$ cat src/verilog/spi_port_pkg.sv
// Constants, register map and types shared by the serial port design files
package spi_port_pkg;

    ////////////////////////////////////////////////////////////////////////////
    // Register addresses on the special-function register port
    localparam logic [7:0] CFG_ADDR  = 8'hA1;
    localparam logic [7:0] CTL_ADDR  = 8'hF8;
    localparam logic [7:0] CKR_ADDR  = 8'hA2;
    localparam logic [7:0] DAT_ADDR  = 8'hA3;

    // Reset values
    localparam logic [7:0] CFG_RESET = 8'h07;
    localparam logic [7:0] CTL_RESET = 8'h06;
    localparam logic [7:0] CKR_RESET = 8'h00;
    localparam logic [7:0] DAT_RESET = 8'h00;

    // Configuration register fields
    localparam int CFG_BUSY   = 7;
    localparam int CFG_MASTER = 6;
    localparam int CFG_CPHA   = 5;
    localparam int CFG_CPOL   = 4;
    localparam int CFG_SELECT = 3;
    localparam int CFG_RAWSEL = 2;
    localparam int CFG_SHIFT_REGISTER_EMPTY   = 1;
    localparam int CFG_RXE    = 0;

    // Control register fields
    localparam int CTL_DONE   = 7;
    localparam int CTL_COLL   = 6;
    localparam int CTL_FAULT  = 5;
    localparam int CTL_OVRN   = 4;
    localparam int CTL_MODE_H = 3;
    localparam int CTL_MODE_L = 2;
    localparam int CTL_TXE    = 1;
    localparam int CTL_EN     = 0;

    // Select line modes
    localparam logic [1:0] MODE_3WIRE = 2'b00;
    localparam logic [1:0] MODE_MULTI = 2'b01;

    ////////////////////////////////////////////////////////////////////////////
    // Timing: system clock and fastest allowed master bit period
    localparam int CLK_PERIOD_NS     = 10;
    localparam int MIN_BIT_PERIOD_NS = 80;
    localparam int MIN_HALF_CYC      = (MIN_BIT_PERIOD_NS / 2 + CLK_PERIOD_NS - 1) / CLK_PERIOD_NS;
    localparam logic [8:0] MIN_HALF  = 9'(MIN_HALF_CYC);
    localparam logic [3:0] BYTE_BITS = 4'h8;

    // Link pin synchroniser reset pattern {sck, mosi, miso, select}
    localparam logic [3:0] PIN_RESET = 4'h1;

    // Master sequencer: lead half and trail half of each bit
    typedef enum logic [1:0] {M_IDLE, M_LEAD, M_TRAIL} m_state_t;

endpackage

$ cat src/verilog/spi_port.sv
// Byte-wide serial peripheral port, master or slave, with register port
//
// Summary of operation
// - Set transfer done after every byte.
// - Write to full buffer: collision flag, ignored.
// - Multi-master select low: fault, drop master.
// - Slave unread byte: overrun, drop new byte.
// - Four flags request interrupt; software clears.
// - Phase bit picks first or second edge.
// - Polarity bit picks idle clock level.
// - Master rate capped; rate register ignored slave.
// - Slave samples mid-bit; master before bit end.
// - Busy flag reads one during transfers.
// - Master select bit: zero slave, one master.
// - Selected flag mirrors select line low.
// - Raw bit shows select line level.
// - Shift empty flag: set done, cleared load/edge.
// - Receive empty: slave buffer state, master one.
// - Mode field: 3-wire, input, driven output.
// - Transmit empty clears on write, sets on move.
// - Data write loads buffer; read returns receive.
// - Master clock is system over two(rate+1).
// - Slave counts edges; eight bits complete byte.
// - Most significant bit first both ways.
`timescale 1ns/1ps
module spi_port (
    input  wire logic       clk_i,
    input  wire logic       rst_i,
    input  wire logic [7:0] sfr_addr_i,
    input  wire logic       sfr_wr_i,
    input  wire logic       sfr_rd_i,
    input  wire logic [7:0] sfr_wdata_i,
    output logic      [7:0] sfr_rdata_o,
    input  wire logic       int_enable_i,
    output logic            irq_o,
    input  wire logic       sck_i,
    output logic            sck_o,
    output logic            sck_oe_o,
    input  wire logic       mosi_i,
    output logic            mosi_o,
    output logic            mosi_oe_o,
    input  wire logic       miso_i,
    output logic            miso_o,
    output logic            miso_oe_o,
    input  wire logic       sel_line_i,
    output logic            sel_line_o,
    output logic            sel_line_oe_o
);
    ////////////////////////////////////////////////////////////////////////////
    // Declarations
    logic       sck_s, mosi_s, miso_s, sel_s;
    logic       sck_d_r, sel_d_r;
    logic       master_r, cpha_r, cpol_r, enable_r;
    logic [1:0] mode_r;
    logic       done_flag_r, coll_flag_r, fault_flag_r, ovrn_flag_r;
    logic [7:0] rate_r;
    logic [7:0] txbuf_r, rxbuf_r, tx_sr_r, rx_sr_r;
    logic       txbuf_full_r, rx_full_r, shift_register_empty_r;
    logic [3:0] bit_cnt_r;
    spi_port_pkg::m_state_t m_state_r;
    logic       half_end, m_done, s_done, done, move;
    logic       wr_cfg, wr_ctl, wr_ckr, wr_dat, rd_dat, dat_accept, dat_coll;
    logic       slave_act, sck_edge, lead_edge, trail_edge, s_sample, s_shift;
    logic       fault, sel_fall, m_sample, tail_edge;
    logic [7:0] rx_byte, cfg_val, ctl_val;
    logic [8:0] half_len;

    // Half period in system clocks, clamped to the fastest legal master rate
    function automatic logic [8:0] half_cycles(input logic [7:0] rate);
        logic [8:0] n;
        n = {1'b0, rate} + 9'h001;
        half_cycles = (n < spi_port_pkg::MIN_HALF) ? spi_port_pkg::MIN_HALF : n;
    endfunction

    ////////////////////////////////////////////////////////////////////////////
    // Link pin synchronisers and master half-period timer
    pin_sync u_sync (
        .clk_i  (clk_i),
        .rst_i  (rst_i),
        .pins_i ({sck_i, mosi_i, miso_i, sel_line_i}),
        .pins_o ({sck_s, mosi_s, miso_s, sel_s})
    );

    assign half_len = half_cycles(rate_r);

    sck_half_timer u_timer (
        .clk_i      (clk_i),
        .rst_i      (rst_i),
        .run_i      (m_state_r != spi_port_pkg::M_IDLE),
        .half_len_i (half_len),
        .half_end_o (half_end)
    );

    ////////////////////////////////////////////////////////////////////////////
    // Register port decode
    assign wr_cfg     = sfr_wr_i && (sfr_addr_i == spi_port_pkg::CFG_ADDR);
    assign wr_ctl     = sfr_wr_i && (sfr_addr_i == spi_port_pkg::CTL_ADDR);
    assign wr_ckr     = sfr_wr_i && (sfr_addr_i == spi_port_pkg::CKR_ADDR);
    assign wr_dat     = sfr_wr_i && (sfr_addr_i == spi_port_pkg::DAT_ADDR);
    assign rd_dat     = sfr_rd_i && (sfr_addr_i == spi_port_pkg::DAT_ADDR);
    assign dat_accept = wr_dat && !txbuf_full_r;
    assign dat_coll   = wr_dat && txbuf_full_r;

    // Link event decode; in multi-master mode the slave ignores the clock unless selected
    assign slave_act  = enable_r && !master_r && ((mode_r != spi_port_pkg::MODE_MULTI) || !sel_s);
    assign sck_edge   = slave_act && (sck_s != sck_d_r);
    assign lead_edge  = sck_edge && (sck_s != cpol_r);
    assign trail_edge = sck_edge && (sck_s == cpol_r);
    assign s_sample   = cpha_r ? trail_edge : lead_edge;
    assign s_shift    = cpha_r ? lead_edge : trail_edge;
    assign s_done     = s_sample && (bit_cnt_r == spi_port_pkg::BYTE_BITS - 4'h1);
    assign tail_edge  = trail_edge && !cpha_r && (bit_cnt_r == 4'h0); // Closing edge of a finished byte
    assign m_sample   = half_end && (m_state_r == spi_port_pkg::M_TRAIL);
    assign m_done     = m_sample && (bit_cnt_r == spi_port_pkg::BYTE_BITS - 4'h1);
    assign done       = m_done || s_done;
    assign sel_fall   = !sel_s && sel_d_r && (mode_r == spi_port_pkg::MODE_MULTI);
    assign fault      = enable_r && master_r && (mode_r == spi_port_pkg::MODE_MULTI) && !sel_s;
    assign rx_byte    = {rx_sr_r[6:0], master_r ? miso_s : mosi_s};

    // Transmit buffer moves to an idle shift register, or straight after a slave byte
    assign move = enable_r && txbuf_full_r && !fault &&
                  ((shift_register_empty_r && (bit_cnt_r == 4'h0) && (m_state_r == spi_port_pkg::M_IDLE)) ||
                   (s_done && !master_r));

    ////////////////////////////////////////////////////////////////////////////
    // Configuration bits; a mode fault overrides a software write
    always_ff @(posedge clk_i or posedge rst_i) begin
        if (rst_i) begin
            master_r <= spi_port_pkg::CFG_RESET[spi_port_pkg::CFG_MASTER];
            cpha_r   <= spi_port_pkg::CFG_RESET[spi_port_pkg::CFG_CPHA];
            cpol_r   <= spi_port_pkg::CFG_RESET[spi_port_pkg::CFG_CPOL];
        end else begin
            if (wr_cfg) begin
                master_r <= sfr_wdata_i[spi_port_pkg::CFG_MASTER];
                cpha_r   <= sfr_wdata_i[spi_port_pkg::CFG_CPHA];
                cpol_r   <= sfr_wdata_i[spi_port_pkg::CFG_CPOL];
            end
            if (fault) begin
                master_r <= 1'b0;
            end
        end
    end

    // Control bits and sticky flags; hardware set beats software write
    always_ff @(posedge clk_i or posedge rst_i) begin
        if (rst_i) begin
            done_flag_r  <= spi_port_pkg::CTL_RESET[spi_port_pkg::CTL_DONE];
            coll_flag_r  <= spi_port_pkg::CTL_RESET[spi_port_pkg::CTL_COLL];
            fault_flag_r <= spi_port_pkg::CTL_RESET[spi_port_pkg::CTL_FAULT];
            ovrn_flag_r  <= spi_port_pkg::CTL_RESET[spi_port_pkg::CTL_OVRN];
            mode_r       <= spi_port_pkg::CTL_RESET[spi_port_pkg::CTL_MODE_H:spi_port_pkg::CTL_MODE_L];
            enable_r     <= spi_port_pkg::CTL_RESET[spi_port_pkg::CTL_EN];
        end else begin
            if (wr_ctl) begin
                done_flag_r  <= sfr_wdata_i[spi_port_pkg::CTL_DONE];
                coll_flag_r  <= sfr_wdata_i[spi_port_pkg::CTL_COLL];
                fault_flag_r <= sfr_wdata_i[spi_port_pkg::CTL_FAULT];
                ovrn_flag_r  <= sfr_wdata_i[spi_port_pkg::CTL_OVRN];
                mode_r       <= sfr_wdata_i[spi_port_pkg::CTL_MODE_H:spi_port_pkg::CTL_MODE_L];
                enable_r     <= sfr_wdata_i[spi_port_pkg::CTL_EN];
            end
            if (done) begin
                done_flag_r <= 1'b1;
            end
            if (dat_coll) begin
                coll_flag_r <= 1'b1;
            end
            if (fault) begin
                fault_flag_r <= 1'b1;
                enable_r     <= 1'b0;
            end
            if (s_done && !master_r && rx_full_r) begin
                ovrn_flag_r <= 1'b1;
            end
        end
    end

    // Clock rate register, used by the master timer only
    always_ff @(posedge clk_i or posedge rst_i) begin
        if (rst_i) begin
            rate_r <= spi_port_pkg::CKR_RESET;
        end else if (wr_ckr) begin
            rate_r <= sfr_wdata_i;
        end
    end

    ////////////////////////////////////////////////////////////////////////////
    // Transmit buffer; a colliding write leaves it untouched
    always_ff @(posedge clk_i or posedge rst_i) begin
        if (rst_i) begin
            txbuf_r      <= spi_port_pkg::DAT_RESET;
            txbuf_full_r <= 1'b0;
        end else if (dat_accept) begin
            txbuf_r      <= sfr_wdata_i;
            txbuf_full_r <= 1'b1;
        end else if (move) begin
            txbuf_full_r <= 1'b0;
        end
    end

    // Receive buffer; a slave keeps the unread byte on overrun
    always_ff @(posedge clk_i or posedge rst_i) begin
        if (rst_i) begin
            rxbuf_r   <= spi_port_pkg::DAT_RESET;
            rx_full_r <= 1'b0;
        end else begin
            if (rd_dat) begin
                rx_full_r <= 1'b0;
            end
            if (m_done || (s_done && !rx_full_r)) begin
                rxbuf_r   <= rx_byte;
                rx_full_r <= !master_r;
            end
        end
    end

    // Shift register empty: set at byte end unless reloaded, cleared by load or clock edge;
    // the edge that ends a byte and the closing edge after it must not clear it, else a slave never reloads
    always_ff @(posedge clk_i or posedge rst_i) begin
        if (rst_i) begin
            shift_register_empty_r <= spi_port_pkg::CFG_RESET[spi_port_pkg::CFG_SHIFT_REGISTER_EMPTY];
        end else if (move) begin
            shift_register_empty_r <= 1'b0;
        end else if (done) begin
            shift_register_empty_r <= 1'b1;
        end else if (sck_edge && !tail_edge) begin
            shift_register_empty_r <= 1'b0;
        end
    end

    ////////////////////////////////////////////////////////////////////////////
    // Master sequencer; aborts at once if disabled or demoted
    always_ff @(posedge clk_i or posedge rst_i) begin
        if (rst_i) begin
            m_state_r <= spi_port_pkg::M_IDLE;
        end else if (!enable_r || !master_r || fault) begin
            m_state_r <= spi_port_pkg::M_IDLE;
        end else begin
            case (m_state_r)
                spi_port_pkg::M_IDLE: begin
                    if (move) begin
                        m_state_r <= spi_port_pkg::M_LEAD;
                    end
                end
                spi_port_pkg::M_LEAD: begin
                    if (half_end) begin
                        m_state_r <= spi_port_pkg::M_TRAIL;
                    end
                end
                spi_port_pkg::M_TRAIL: begin
                    if (m_done) begin
                        m_state_r <= spi_port_pkg::M_IDLE;
                    end else if (half_end) begin
                        m_state_r <= spi_port_pkg::M_LEAD;
                    end
                end
                default: begin
                    m_state_r <= spi_port_pkg::M_IDLE;
                end
            endcase
        end
    end

    // Bit counter; a select line fall in multi-master mode, or disable, restarts the byte
    always_ff @(posedge clk_i or posedge rst_i) begin
        if (rst_i) begin
            bit_cnt_r <= 4'h0;
        end else if (!enable_r || sel_fall || done) begin
            bit_cnt_r <= 4'h0;
        end else if (m_sample || s_sample) begin
            bit_cnt_r <= bit_cnt_r + 4'h1;
        end
    end

    // Shift registers, most significant bit first
    always_ff @(posedge clk_i or posedge rst_i) begin
        if (rst_i) begin
            tx_sr_r <= 8'h00;
            rx_sr_r <= 8'h00;
        end else begin
            if (move) begin
                tx_sr_r <= txbuf_r;
            end else if ((m_sample && !m_done) || (s_shift && (bit_cnt_r != 4'h0))) begin
                tx_sr_r <= {tx_sr_r[6:0], 1'b0};
            end
            if (m_sample || s_sample) begin
                rx_sr_r <= rx_byte;
            end
        end
    end

    // Edge-detect history of the synchronised pins
    always_ff @(posedge clk_i or posedge rst_i) begin
        if (rst_i) begin
            sck_d_r <= spi_port_pkg::PIN_RESET[3];
            sel_d_r <= spi_port_pkg::PIN_RESET[0];
        end else begin
            sck_d_r <= sck_s;
            sel_d_r <= sel_s;
        end
    end

    ////////////////////////////////////////////////////////////////////////////
    // Link outputs; clock idles at polarity, lead half inverted for phase one
    always_ff @(posedge clk_i or posedge rst_i) begin
        if (rst_i) begin
            sck_o         <= 1'b0;
            sck_oe_o      <= 1'b0;
            mosi_o        <= 1'b0;
            mosi_oe_o     <= 1'b0;
            miso_o        <= 1'b0;
            miso_oe_o     <= 1'b0;
            sel_line_o    <= 1'b0;
            sel_line_oe_o <= 1'b0;
        end else begin
            sck_o         <= cpol_r ^ ((m_state_r != spi_port_pkg::M_IDLE) &&
                                       (cpha_r ^ (m_state_r == spi_port_pkg::M_TRAIL)));
            sck_oe_o      <= enable_r && master_r;
            mosi_o        <= tx_sr_r[7];
            mosi_oe_o     <= enable_r && master_r;
            miso_o        <= tx_sr_r[7];
            miso_oe_o     <= slave_act;
            sel_line_o    <= mode_r[0];
            sel_line_oe_o <= mode_r[1];
        end
    end

    // Status words and read data; unmapped addresses read zero
    assign cfg_val = {(m_state_r != spi_port_pkg::M_IDLE) || (bit_cnt_r != 4'h0),
                      master_r, cpha_r, cpol_r,
                      !sel_s,
                      sel_s,
                      shift_register_empty_r,
                      master_r || !rx_full_r};
    assign ctl_val = {done_flag_r, coll_flag_r, fault_flag_r, ovrn_flag_r, mode_r, !txbuf_full_r, enable_r};

    always_ff @(posedge clk_i or posedge rst_i) begin
        if (rst_i) begin
            sfr_rdata_o <= 8'h00;
        end else if (sfr_rd_i) begin
            case (sfr_addr_i)
                spi_port_pkg::CFG_ADDR: sfr_rdata_o <= cfg_val;
                spi_port_pkg::CTL_ADDR: sfr_rdata_o <= ctl_val;
                spi_port_pkg::CKR_ADDR: sfr_rdata_o <= rate_r;
                spi_port_pkg::DAT_ADDR: sfr_rdata_o <= rxbuf_r;
                default:                sfr_rdata_o <= 8'h00;
            endcase
        end
    end

    // Interrupt request from any sticky flag, gated by the enable input
    assign irq_o = int_enable_i && (done_flag_r || coll_flag_r || fault_flag_r || ovrn_flag_r);

    ////////////////////////////////////////////////////////////////////////////
    // Assertions
    done_sets_a: assert property (@(posedge clk_i) disable iff (rst_i)
        done |=> done_flag_r) else $error("done flag not set after byte");
    coll_keep_a: assert property (@(posedge clk_i) disable iff (rst_i)
        dat_coll |=> coll_flag_r && $stable(txbuf_r)) else $error("collision write not refused");
    fault_drop_a: assert property (@(posedge clk_i) disable iff (rst_i)
        fault |=> fault_flag_r && !master_r && !enable_r) else $error("mode fault not handled");
    ovrn_keep_a: assert property (@(posedge clk_i) disable iff (rst_i)
        s_done && !master_r && rx_full_r |=> ovrn_flag_r && $stable(rxbuf_r)) else $error("overrun lost old byte");
    irq_flag_a: assert property (@(posedge clk_i) disable iff (rst_i)
        int_enable_i && done_flag_r |-> irq_o) else $error("flag without interrupt");
    sck_idle_a: assert property (@(posedge clk_i) disable iff (rst_i)
        (m_state_r == spi_port_pkg::M_IDLE) [*2] |-> sck_o == $past(cpol_r)) else $error("clock not idle level");
    busy_flag_a: assert property (@(posedge clk_i) disable iff (rst_i)
        (m_state_r != spi_port_pkg::M_IDLE) |-> cfg_val[spi_port_pkg::CFG_BUSY]) else $error("busy clear in transfer");
    half_min_a: assert property (@(posedge clk_i) disable iff (rst_i)
        $rose(m_state_r == spi_port_pkg::M_TRAIL) |-> !half_end [*3]) else $error("master half too short");
    rxe_master_a: assert property (@(posedge clk_i) disable iff (rst_i)
        master_r |-> cfg_val[spi_port_pkg::CFG_RXE]) else $error("receive empty low in master");
    txe_write_a: assert property (@(posedge clk_i) disable iff (rst_i)
        dat_accept |=> txbuf_full_r ##1 1'b1) else $error("transmit empty not cleared");
    sel_out_a: assert property (@(posedge clk_i) disable iff (rst_i)
        mode_r[1] ##1 $stable(mode_r) |-> sel_line_oe_o && (sel_line_o == mode_r[0])) else $error("select out wrong");
    shift_register_empty_done_a: assert property (@(posedge clk_i) disable iff (rst_i)
        done && !move |=> shift_register_empty_r) else $error("shift empty not set at byte end");

    master_byte_c: cover property (@(posedge clk_i) disable iff (rst_i) m_done);
    slave_byte_c:  cover property (@(posedge clk_i) disable iff (rst_i) s_done);
    mode_fault_c:  cover property (@(posedge clk_i) disable iff (rst_i) fault);
    overrun_c:     cover property (@(posedge clk_i) disable iff (rst_i) s_done && rx_full_r);

endmodule

$ cat src/verilog/pin_sync.sv
// Two-flop synchroniser for the four link pins
`timescale 1ns/1ps
module pin_sync (
    input  wire logic       clk_i,
    input  wire logic       rst_i,
    input  wire logic [3:0] pins_i,
    output logic      [3:0] pins_o
);
    logic [3:0] meta_r;

    // First stage feeds only the second stage
    always_ff @(posedge clk_i or posedge rst_i) begin
        if (rst_i) begin
            meta_r <= spi_port_pkg::PIN_RESET;
            pins_o <= spi_port_pkg::PIN_RESET;
        end else begin
            meta_r <= pins_i;
            pins_o <= meta_r;
        end
    end
endmodule

$ cat src/verilog/sck_half_timer.sv
// Half bit period timer for master clock generation
`timescale 1ns/1ps
module sck_half_timer (
    input  wire logic       clk_i,
    input  wire logic       rst_i,
    input  wire logic       run_i,
    input  wire logic [8:0] half_len_i,
    output logic            half_end_o
);
    logic [8:0] cnt_r;

    // Pulse on the last cycle of each half period
    assign half_end_o = run_i && (cnt_r == half_len_i - 9'h001);

    // Restarts whenever the master sequencer stops
    always_ff @(posedge clk_i or posedge rst_i) begin
        if (rst_i) begin
            cnt_r <= 9'h000;
        end else if (!run_i || half_end_o) begin
            cnt_r <= 9'h000;
        end else begin
            cnt_r <= cnt_r + 9'h001;
        end
    end
endmodule

$ cat config.mk
export PLATFORM = sky130hd
export DESIGN_NAME = spi_port
export DESIGN_NICKNAME = d
export VERILOG_FILES = /design/src/verilog/spi_port_pkg.sv /design/src/verilog/spi_port.sv /design/src/verilog/pin_sync.sv /design/src/verilog/sck_half_timer.sv
export SDC_FILE = /design/constraint.sdc
export NUM_CORES = 1
export LEC_CHECK = 0
export BUFFER_PORTS_ARGS = -buffer_cell sky130_fd_sc_hd__buf_2
export CAP_MARGIN = 30
export CORE_UTILIZATION = 23
export CTS_BUF_LIST = sky130_fd_sc_hd__clkbuf_4
export DETAILED_ROUTE_END_ITERATION = 6
export HOLD_SLACK_MARGIN = 0.02
export RECOVER_POWER = 50
export SLEW_MARGIN = 20
export SYNTH_ARGS = -nofsm -noshare
export SYNTH_HDL_FRONTEND = slang
export SYNTH_SLANG_ARGS = --single-unit
export TNS_END_PERCENT = 5
$ cat constraint.sdc
create_clock -name clk_i -period 4.65 [get_ports clk_i]
set_input_delay 0.465 -clock clk_i [delete_from_list [all_inputs] [get_ports clk_i]]
set_output_delay 0.465 -clock clk_i [all_outputs]
set_load 0.01 [all_outputs]
# ---- Word level (Yosys, flattened, before mapping)
# Cells that the tools add are included.
dict set report totals {
  out_inout_bits 17
  in_bits 25
  reg_bits 91
  word_cells 166
}
dict set report classes {
  n_reduce_logical 77
  n_addsub 4
  mux 35
  bitwise 2
  eq_ne 16
  order_cmp 1
}
# op count
set op_table {}
lappend op_table {{$logic_and A1 B1 Y1} 36}
lappend op_table {{$eq A8 B8 Y1 const B} 4}
lappend op_table {{$pmux W8 S4} 1}
lappend op_table {{$mux W1} 22}
lappend op_table {{$reduce_bool A2 Y1} 10}
lappend op_table {{$mux W9} 2}
lappend op_table {{$logic_or A1 B1 Y1} 16}
lappend op_table {{$mux W8} 2}
lappend op_table {{$logic_not A1 Y1} 10}
lappend op_table {{$mux W2} 5}
lappend op_table {{$add A8 B1 Y9 const B} 1}
lappend op_table {{$add A9 B1 Y9 const B} 1}
lappend op_table {{$eq A9 B9 Y1} 1}
lappend op_table {{$lt A9 B3 Y1 const B} 1}
lappend op_table {{$sub A9 B1 Y9 const B} 1}
lappend op_table {{$mux W4} 2}
lappend op_table {{$pmux W2 S3} 1}
lappend op_table {{$add A4 B1 Y4 const B} 1}
lappend op_table {{$eq A2 B1 Y1 const B} 2}
lappend op_table {{$eq A4 B3 Y1 const B} 1}
lappend op_table {{$logic_not A4 Y1} 1}
lappend op_table {{$ne A4 B4 Y1 const B} 1}
lappend op_table {{$reduce_bool A4 Y1} 1}
lappend op_table {{$ne A3 B2 Y1 const B} 1}
lappend op_table {{other kinds (9)} 11}

# ---- Depth between registers and ports, before layout
# Gate-level depths: netlist of the first run.
dict set report depth {
  word_depth 13
  mapped_depth 17
  depth_no_buf 15
}

# ---- Hierarchy
# Synthesis of the first run repeated with hierarchy kept, for this count alone.
dict set report hier_totals {
  hier_cells 413
  hier_area_um2 4623.2
}
# module seq_area_each_um2 cells_per_inst area_each_um2 n_inst
set by_module_without_submodules {}
lappend by_module_without_submodules {spi_port 1855.5 320 3642.2 1}
lappend by_module_without_submodules {sck_half_timer 225.2 84 774.5 1}
lappend by_module_without_submodules {pin_sync 202.7 9 206.4 1}

# ---- Worst setup path after synthesis of the first run
# OpenSTA, ideal clock, no wires.
dict set report synth_timing {
  path_kind {reg-to-reg}
  from {register rate_r[0]}
  to {register rx_sr_r[0]}
  period_less_slack_ps 3881
  n_path_buf 1
  required_time_ps 4525
  stages_incl_launch_ff 16
  setup_time_ps 125
  setup_slack_ps 769
  t_arrival_ps 3757
  cell_sequence {dfrtp_1 -> ha_1 -> and3_1 -> nand3_4 -> a211oi_2 -> nand2_2 -> nand2b_1 -> ha_1 -> nand2_1 -> xor3_1 -> a32o_1 -> a2bb2oi_1 -> a211oi_4 -> a31oi_2 -> buf_2 -> mux2_2}
}
dict set report synth_between {
  elab_chain_cells 8
}
# item line
set synth_lines {}
lappend synth_lines {{start: declaration} spi_port.sv:56} ;# logic [7:0] rate_r;
lappend synth_lines {{start signal: assignment} spi_port.sv:181} ;# rate_r <= spi_port_pkg::CKR_RESET;
lappend synth_lines {{start signal: assignment} spi_port.sv:183} ;# rate_r <= sfr_wdata_i;
lappend synth_lines {{$add A8 B1 Y9 (*)} spi_port.sv:71} ;# n = {1'b0, rate} + 9'h001;
lappend synth_lines {{$lt A9 B3 Y1} spi_port.sv:72} ;# half_cycles = (n < spi_port_pkg::MIN_HALF) ? spi_port_pkg::MIN_HALF : n;
lappend synth_lines {{$mux W9 (*)} spi_port.sv:72}
lappend synth_lines {{$sub A9 B1 Y9 (*)} sck_half_timer.sv:13} ;# assign half_end_o = run_i && (cnt_r == half_len_i - 9'h001);
lappend synth_lines {{$eq A9 B9 Y1 (*)} sck_half_timer.sv:13}
lappend synth_lines {{$logic_and A1 B1 Y1 (*)} sck_half_timer.sv:13}
lappend synth_lines {{$logic_and A1 B1 Y1 (*)} spi_port.sv:113} ;# assign m_sample = half_end && (m_state_r == spi_port_pkg::M_TRAIL);
lappend synth_lines {{$logic_or A1 B1 Y1 (*)} spi_port.sv:286} ;# if (m_sample || s_sample) begin
lappend synth_lines {{end signal: assignment} spi_port.sv:287} ;# rx_sr_r <= rx_byte;
lappend synth_lines {{end: declaration} spi_port.sv:57} ;# logic [7:0] txbuf_r, rxbuf_r, tx_sr_r, rx_sr_r;
# Mark *: on every way between the ends. The rest lies on a longest branch, timed or not.
# A chain may end at the register's enable or synchronous reset.

# ---- Worst setup path in the final report of the first run
dict set report layout_timing {
  from {register rate_r[0]}
  to {register rx_sr_r[4]}
}
# Same word-level chain as after synthesis.

==> results of run 1 <==
-- cell families after synthesis --
kind of cell    count (synthesis)
compound gates                 74
xor+xnor                       23
fa+ha+maj                       5
buf+inv                        38
flops                          91
mux                            57
simple gates                  125
-- where the power goes --
| part | switching (mW) | total [mW] | internal (mW) | leakage [nW] |
|---|---|---|---|---|
| logic | 0.0892 | 0.154 | 0.0645 | 1.00 |
| registers | 0.0226 | 0.835 | 0.813 | 1.21 |
| clock network | 0.273 | 0.503 | 0.230 | 0.0908 |
| total | 0.385 | 1.49 | 1.11 | 2.30 |
-- per-layer routing --
layer / up-vias / track usage / routed length (um)
met1: 1622 / 0.158 / 5070
met3: 12 / 0.0270 / 508
met2: 86 / 0.179 / 5210
li1: 1580 / - / -
met5: - / 0 / 0
met4: 0 / 0.0342 / 135
-- registers in the layout, indices dropped and copies added, names as in the netlist, 2 cells and up --
name	flops
bit_cnt_r	4
m_state_r	2
tx_sr_r	8
u_sync.pins_o	4
u_timer.cnt_r	9
mode_r	2
rxbuf_r	8
txbuf_r	8
rx_sr_r	7
u_sync.meta_r	4
rate_r	8
sfr_rdata_o	8
-- through the flow --
step                area, um^2  hold WS, ns   util  power, mW  cells
floorplan                 4600        0.331      -      0.954    413
global placement          5090        0.335  0.261       1.00    709
detailed placement        5090        0.343  0.261       1.00    709
CTS                       5260       0.0578  0.270       1.51    725
global route              5290       0.0577  0.271       1.56    726
finish                    5290       0.0900  0.271       1.49    726
-- cell usage in the layout (no fill, tap or decap), types with 4 or more instances in the layout --
master and count:
dfrtp_1 85, mux2_2 46, buf_2 39, nand2_1 32
nor2_1 25, inv_1 22, nand3_1 16, o21ai_0 13
xnor2_1 11, clkbuf_4 11, xor2_1 10, a21oi_1 10
o22ai_1 9, mux2i_1 8, nand4_1 7, and3_1 6
nor3b_1 6, a221oi_1 6, ha_1 5, nand3b_1 4
a211oi_1 4, or3_1 4, and2_1 4, buf_4 4
-- path summary, 6_finish.rpt --
path | from | to | slack [ns] | cells past startpoint
worst max-delay path | rate_r[0] | rx_sr_r[4] | 0.38 | 14
worst min-delay path | sel_line_i | u_sync.meta_r[0] | 0.09 | 1
worst max register to register | rate_r[0] | rx_sr_r[4] | 0.38 | 14
worst min register to register | u_sync.meta_r[3] | u_sync.pins_o[3] | 0.36 | 0
max in group asynchronous | rst_i | rx_sr_r[3] | 1.37 | 3
min in group asynchronous | rst_i | u_timer.cnt_r[1] | 0.67 | 2
-- timing repair --
item,CTS,global route
buffers inserted,0,1
pin swaps,0,1
gates cloned,0,0
gates resized for setup,1,4
endpoints found under the hold margin,0,0
setup endpoints to repair,7,24
-- final cells by class --
cell class,instances,share of cell area
tap,265,0.0626
multi-input combinational,284,0.410
inverter,23,0.0165
sequential,91,0.432
clock inverter,5,0.0149
timing repair buffer,47,0.0485
clock buffer,11,0.0156
==> results.cfg, run 1 <==
[grt]
grt_pass1_wl_um = 18000
track_usage = 0.115
grt_max_degree = 57
antenna_found_initial = 0
first_global_vias = 3307
grt-ovfl-total = 0

[synth]
synth_compound_area_frac = 0.123
ys_ff_latch = 91
yosysMostFrequentCell = dfrtp_1
synth_area_leader_cell = dfrtp_1
synth_flop_cell = dfrtp_1
synth_warnings = 0
netlist_area_mm2 = 0.00460
avgSynthCellArea_um2 = 11.1
synth_commonest_cells = 86 x dfrtp_1, 46 x mux2_2, 32 x nand2_1, 25 x nor2_1, 23 x inv_1
synthArstFlopShare = 1.00
synthSimpleGateAreaFrac = 0.143
synth_edf_count = 0
yosysUniqueCellTypes = 66
ys_seq_area_frac = 0.497
synth.area.top_cells = dfrtp_1 47%, mux2_2 11%, dfstp_2 2.9%
synth_top_area_frac = 0.468
synth_xor_area_frac = 0.0501
muxShareOfSynthArea = 0.137
yosys.area_share.adder = 0.0136
syn_nets = 443
synth_top_family_by_area = simple AND/OR/NAND/NOR gates
synthesis.instances = 413

[detailed_routing]
via_count = 3300
avgViaCountPerCell = 4.55
drc = 0
wl_um = 10900
first_pass_iters = 4
avgRoutedWirePerCell_um = 15.1
drtIter0Drc = 271
detail-route-antenna-nets = 0

[clock_tree]
cts-hold-fix-buffers = 0
clkTransAtPathRegs_ns = 0.14
cts_root_buf = clkbuf_4
max-clock-path-buffers = 2
cts.htree.levels = 3
cts_tree = yes
numCtsBuffers = 9
clk_latency_ns = 0.47
clkSinkCount = 91

[sta]
worst_slew_pin_slew_ns = 2.56
skew_ns = 0.0180
rsz0062_at_grt = no
period_needed_ns = 4.27
slew_viol_final = 94
post-route-period-util = 0.917
fin_ws_ns = 0.385
fmax_ghz = 0.234
relSlewSlack = -0.713
finalSetupViolations = 0
hold_viol = 0
final.setup.tns_ns = 0

[floorplan]
ios = 42
initial_core_util = 0.235
core_area_mm2 = 0.0195
rows = 51
dieArea_mm2 = 0.0206
die_h_um = 143
fp.dieW_um = 143

[worst_setup_path]
cp.arrival_ns = 4.62
cp_max_fo = 16
startpoint_type = flop
path_buf_inv = 0
end_kind = flop
path_delay_family = compound AO/OA/AOI/OAI gates
cp_cell_sequence = ha_1, nand4_1, o21a_1, a211oi_4, nand2_2, nand2b_1, ha_1, nand2_1, xor3_1, a32o_1, a2bb2oi_1, a211oi_4, a31oi_4, mux2_2
cpMaxStageDelayCell = a31oi_4
slowest_delay_ns = 0.50
cp.required_ns = 5.00
crit_type = reg -> reg

[status]
violations = capacitance limit, slew limit
status = complete, but fails checks

[final_layout]
drive_gt1_frac = 0.269
syn2layout_area_growth_pct = 15.1
multi_input_area_mm2 = 0.00217
antennaDiodeCount = 0
nets = 486
seq_area_mm2 = 0.00228
fillCellCount = 2122

[pwr]
peakVddDrop_v = 0.000105
power_density_mw_per_mm2 = 282
p_leak_nw = 2.30

[placement]
dp_slack_ns = 0.0353
dp_hpwl_um = 8080
gp_congestion = 0.874
port-buffer-count = 41

[min_path]
min_path_type = in -> reg

[flow_run]
cap_viol_max_count = 2
(Power assumes the default switching activity.)
==> run 2: changes to the inputs <==
- ABC_CLOCK_PERIOD_IN_PS: not set -> 4650
- PLACE_DENSITY: not set -> 0.36
- SKIP_CTS_REPAIR_TIMING: not set -> 1
==> run 2 against run 1 <==
Compared with the run above: the flow still finishes with violations (capacitance limit, slew limit); core utilization about the same; final cell count up 0.41%; combinational power about the same; clock skew down 0.0012 ns; fmax shrank 0.43%; global-route usage increased by 1.1 points; register-to-register slack worse by 0.02 ns; sequential share of layout area down 0.064 points; critical endpoint is now rxbuf_r[7]; via count fell by 0.15%; clock-buffer cell count down 2; critical path depth is 1 higher.
==> results.cfg, run 2 (same netlist as run 1, synthesis figures left out) <==
[grt]
grt-ovfl-total = 0
track_usage = 0.127
grt_max_degree = 55
first_global_vias = 3442
grt_pass1_wl_um = 19400
antenna_found_initial = 1

[pwr]
p_leak_nw = 2.31
power_density_mw_per_mm2 = 284
p_total_mw = 1.51
peakVddDrop_v = 0.000111

[sta]
post-route-period-util = 0.921
relSlewSlack = -0.680
skew_ns = 0.0168
final.setup.tns_ns = 0
fin_ws_ns = 0.366
finalSetupViolations = 0
hold_viol = 0
rsz0062_at_grt = no
period_needed_ns = 4.28
worst_slew_pin_slew_ns = 2.51
whs_ns = 0.0693
fmax_ghz = 0.233
slew_viol_final = 94

[detailed_routing]
wl_um = 12000
first_pass_iters = 4
via_count = 3295
detail-route-antenna-nets = 0
drtIter0Drc = 187
avgViaCountPerCell = 4.52
drc = 0
avgRoutedWirePerCell_um = 16.5

[final_layout]
syn2layout_area_growth_pct = 15.2
seq_area_mm2 = 0.00228
multi_input_area_mm2 = 0.00216
largest-register = u_timer.cnt_r
drive_gt1_frac = 0.268
layout_common_cells = 86 x dfrtp_1, 46 x mux2_2, 41 x buf_2
nets = 488
largest_reg_flops = 9
final_common_cell = dfrtp_1
post-route-util = 0.271
fillCellCount = 2119

[worst_setup_path]
slowest_delay_ns = 0.47
crit_path_start = rate_r[1]
crit_type = reg -> reg
timing.rr.start = rate_r[1]
cpMaxStageDelayCell = dfrtp_1
crit_top_cell = ha_1
cp_max_fo = 9
end_kind = flop
cp.arrival_ns = 4.68
cp_cell_sequence = ha_1, nand4_1, o21a_1, a211oi_2, nand2_2, nand2b_1, ha_1, nand2_1, xor3_1, a32o_1, a2bb2oi_1, a211oi_4, nand3_1, a21oi_4, mux2_2
cp.required_ns = 5.04
startpoint_type = flop

[floorplan]
core_area_mm2 = 0.0195
fp.dieW_um = 143
rows = 51
die_h_um = 143
ios = 42
initial_core_util = 0.235
dieArea_mm2 = 0.0206

[clock_tree]
cts_root_buf = clkbuf_4
clkSinkCount = 91
clk_latency_ns = 0.50
clkTransAtPathRegs_ns = 0.18
cts.htree.levels = 3
max-clock-path-buffers = 2
numCtsBuffers = 9
cts_tree = yes

[status]
status = complete, but fails checks
violations = capacitance limit, slew limit

[flow_run]
cap_viol_max_count = 2

[min_path]
min-delay-start = sck_i
min_path_type = in -> reg

[placement]
dp_hpwl_um = 8840
port-buffer-count = 41
gp_congestion = 0.792
dp_slack_ns = 0.193
==> run 2: changes by cell type in the layout (fill, tap and decap cells not counted), moves of 2 or more <==
cell / previous run / this run
buf_2: 39 / 41
clkbuf_1: 3 / 1
clkbuf_4: 11 / 9
inv_6: 0 / 4
clkinv_2: 2 / 0
dlygate4sd3_1: 0 / 3
==> run 2: final cells by class <==
type,instances,area share
flip-flops and latches,91,0.431
multi-input cells,284,0.409
well taps,265,0.0626
repair buffers,49,0.0508
clock inverters,7,0.0175
inverters,23,0.0165
clock buffers,9,0.0128
diodes,1,0.000472
==> run 2: worst max-delay path, delay by kind of cell, from the launching register on <==
kind | cells | cell delay, ns
xor gates and xnor gates | 1 | 0.32
DFF | 1 | 0.47
and+or+nand+nor | 5 | 0.86
adders and majority gates | 2 | 0.53
AOI/OAI and AO/OA | 6 | 1.63
muxes | 1 | 0.38
==> run 2: metal layers <==
layer	routed length (um)	GRT usage	part of all wire	vias up
li1	-	-	-	1580
met1	5690	0.163	0.47	1658
met2	5870	0.209	0.49	43
met3	315	0.0253	0.026	14
met4	140	0.0476	0.012	0
met5	0	0	0	-
==> run 2: metrics by stage <==
step,cell area (um^2),cells
global placement,5080,708
floorplan,4600,413
finish,5300,729
CTS,5250,724
global route,5300,729
detailed placement,5080,708
==> run 2: path summary, 6_finish.rpt <==
path                                     to  slack, ns  cells after the start
max reg2reg                      rxbuf_r[7]       0.37                     15
min in group asynchronous  u_timer.cnt_r[2]       0.61                      2
min                        u_sync.meta_r[3]       0.07                      1
min reg2reg                u_sync.pins_o[2]       0.37                      0
max in group asynchronous        rxbuf_r[4]       1.26                      3
max                              rxbuf_r[7]       0.37                     15
==> run 2: where the power goes <==
| part | switching, mW | total [mW] | internal (mW) |
|---|---|---|---|
| clock | 0.337 | 0.517 | 0.180 |
| sequential | 0.0227 | 0.836 | 0.813 |
| combinational | 0.0887 | 0.154 | 0.0653 |
| total | 0.449 | 1.51 | 1.06 |
==> run 3: changes to the inputs <==
==> constraint.sdc (replaced) <==
create_clock -name clk_i -period 4.65 [get_ports clk_i]
set_input_delay 0 -clock clk_i [delete_from_list [all_inputs] [get_ports clk_i]]
set_output_delay 0 -clock clk_i [all_outputs]
set_load 0.005 [all_outputs]
==> run 3 against run 2 <==
Compared with the run above: die area unchanged; global-route usage down 0.17 points; non-clock buffer count up 13; sequential share of layout area down 0.85 points; first-iteration DRC count down 5.9%; hold slack better by 0.0045 ns; the run now ends clean.
==> results.cfg, run 3 (same netlist as run 1, synthesis figures left out) <==
[status]
status = finished, final reports clean

[final_layout]
fillCellCount = 2141
final_common_cell = dfrtp_1
post-route-util = 0.277
multi_input_area_mm2 = 0.00216
seq_area_mm2 = 0.00228
largest_reg_flops = 9
syn2layout_area_growth_pct = 17.6
layout_common_cells = 86 x dfrtp_1, 46 x mux2_2, 32 x nand2_1
layout.cells.non_filler = 742
nets = 501
largest-register = u_timer.cnt_r
drive_gt1_frac = 0.235

[placement]
port-buffer-count = 41
gp_congestion = 0.792
dp.cells = 708
dp_hpwl_um = 8740

[detailed_routing]
avgRoutedWirePerCell_um = 16.2
detail-route-antenna-nets = 0
avgViaCountPerCell = 4.51
drc = 0
wl_um = 12000
first_pass_iters = 4
drtIter0Drc = 176
via_count = 3347

[clock_tree]
cts.htree.levels = 3
cts_tree = yes
numCtsBuffers = 9
cts_root_buf = clkbuf_4
max-clock-path-buffers = 2
clkSinkCount = 91
clkTransAtPathRegs_ns = 0.16
clk_latency_ns = 0.50

[worst_setup_path]
crit_path_start = rate_r[1]
end_kind = flop
cp_max_fo = 9
timing.rr.start = rate_r[1]
cp.required_ns = 5.04
startpoint_type = flop
crit_type = reg -> reg
cp.arrival_ns = 4.71

[grt]
antenna_found_initial = 1
grt_max_degree = 71
first_global_vias = 3309
track_usage = 0.125
grt-ovfl-total = 0
grt_pass1_wl_um = 19100

[floorplan]
initial_core_util = 0.235
ios = 42
dieArea_mm2 = 0.0206
die_h_um = 143
rows = 51
fp.dieW_um = 143
core_area_mm2 = 0.0195

[pwr]
peakVddDrop_v = 0.000121
power.internal_mw = 1.06
power_switching_mw = 0.446
combPwrFrac = 0.106
clockPowerShare = 0.340
power_frac_seq = 0.553
power_density_mw_per_mm2 = 279
p_total_mw = 1.51
p_leak_nw = 2.31
sw_frac_of_total = 0.295

[sta]
worst_slew_pin_slew_ns = 1.46
whs_ns = 0.0738
finalSetupViolations = 0
rsz0062_at_grt = no
post-route-period-util = 0.930
hold_viol = 0
period_needed_ns = 4.32
fmax_ghz = 0.231
final.setup.tns_ns = 0
skew_ns = 0.0227
slew_viol_final = 0
relSlewSlack = 0.0242

[flow_run]
cap_viol_max_count = 0

[min_path]
min_path_type = in -> reg
min-delay-start = sfr_addr_i[0]
==> run 3: changes by cell type in the layout (fill, tap and decap cells not counted) <==
cell	delta
buf_1	+1
buf_2	-10
buf_4	-2
clkbuf_1	+10
clkbuf_2	+1
clkinv_4	+1
dlygate4sd3_1	+13
inv_6	-1
nor3_1	+1
nor3_2	-1
==> run 3: through the flow <==
stage               worst slack [ns]  instance area (um^2)
floorplan                      0.769                  4600
global placement               0.335                  5080
detailed placement             0.199                  5080
CTS                            0.177                  5250
global route                  0.0625                  5410
finish                         0.325                  5410
==> run 3: metal layers <==
layer,part of all wire,global-route usage
met1,0.48,0.164
met2,0.49,0.205
met3,0.027,0.0310
met5,0,0
met4,0.0099,0.0302
==> run 3: layout make-up <==
type / instances / share of cell area
antenna: 1 / 0.000463
clock buffer: 9 / 0.0125
clock inverter: 7 / 0.0171
inverter: 23 / 0.0162
multi-input combinational: 284 / 0.400
sequential: 91 / 0.422
tap: 265 / 0.0613
timing repair buffer: 62 / 0.0704
==> run 3: power groups by stage <==
| stage | sequential [mW] | clock (mW) | combinational (mW) |
|---|---|---|---|
| 2_1_floorplan | 0.839 | 0 | 0.115 |
| 3_3_place_gp | 0.851 | 0 | 0.154 |
| 3_5_place_dp | 0.851 | 0 | 0.153 |
| 4_1_cts | 0.837 | 0.542 | 0.154 |
| 5_1_grt | 0.839 | 0.572 | 0.179 |
| 6_report | 0.836 | 0.514 | 0.161 |
==> run 3: worst paths after layout <==
path,to,slack [ns],depth (start not counted)
min reg2reg,u_sync.pins_o[3],0.36,0
min in group asynchronous,miso_oe_o,0.76,4
max,rxbuf_r[7],0.33,15
max reg2reg,rxbuf_r[7],0.33,15
max in group asynchronous,tx_sr_r[6],1.35,6
min,master_r,0.07,5
==> run 3: critical path, stage by stage (launching register included) <==
cell and delay [ns]:
dfrtp_1 0.46, ha_1 0.32, nand4_1 0.21, nor3_1 0.42, a211oi_2 0.17, nand2_2 0.14, nand2b_1 0.07, ha_1 0.23
a211oi_1 0.32, xnor2_1 0.17, o2111ai_1 0.12, a2111o_1 0.34, a211oi_4 0.29, nand3_1 0.22, a21oi_4 0.38, mux2_2 0.37
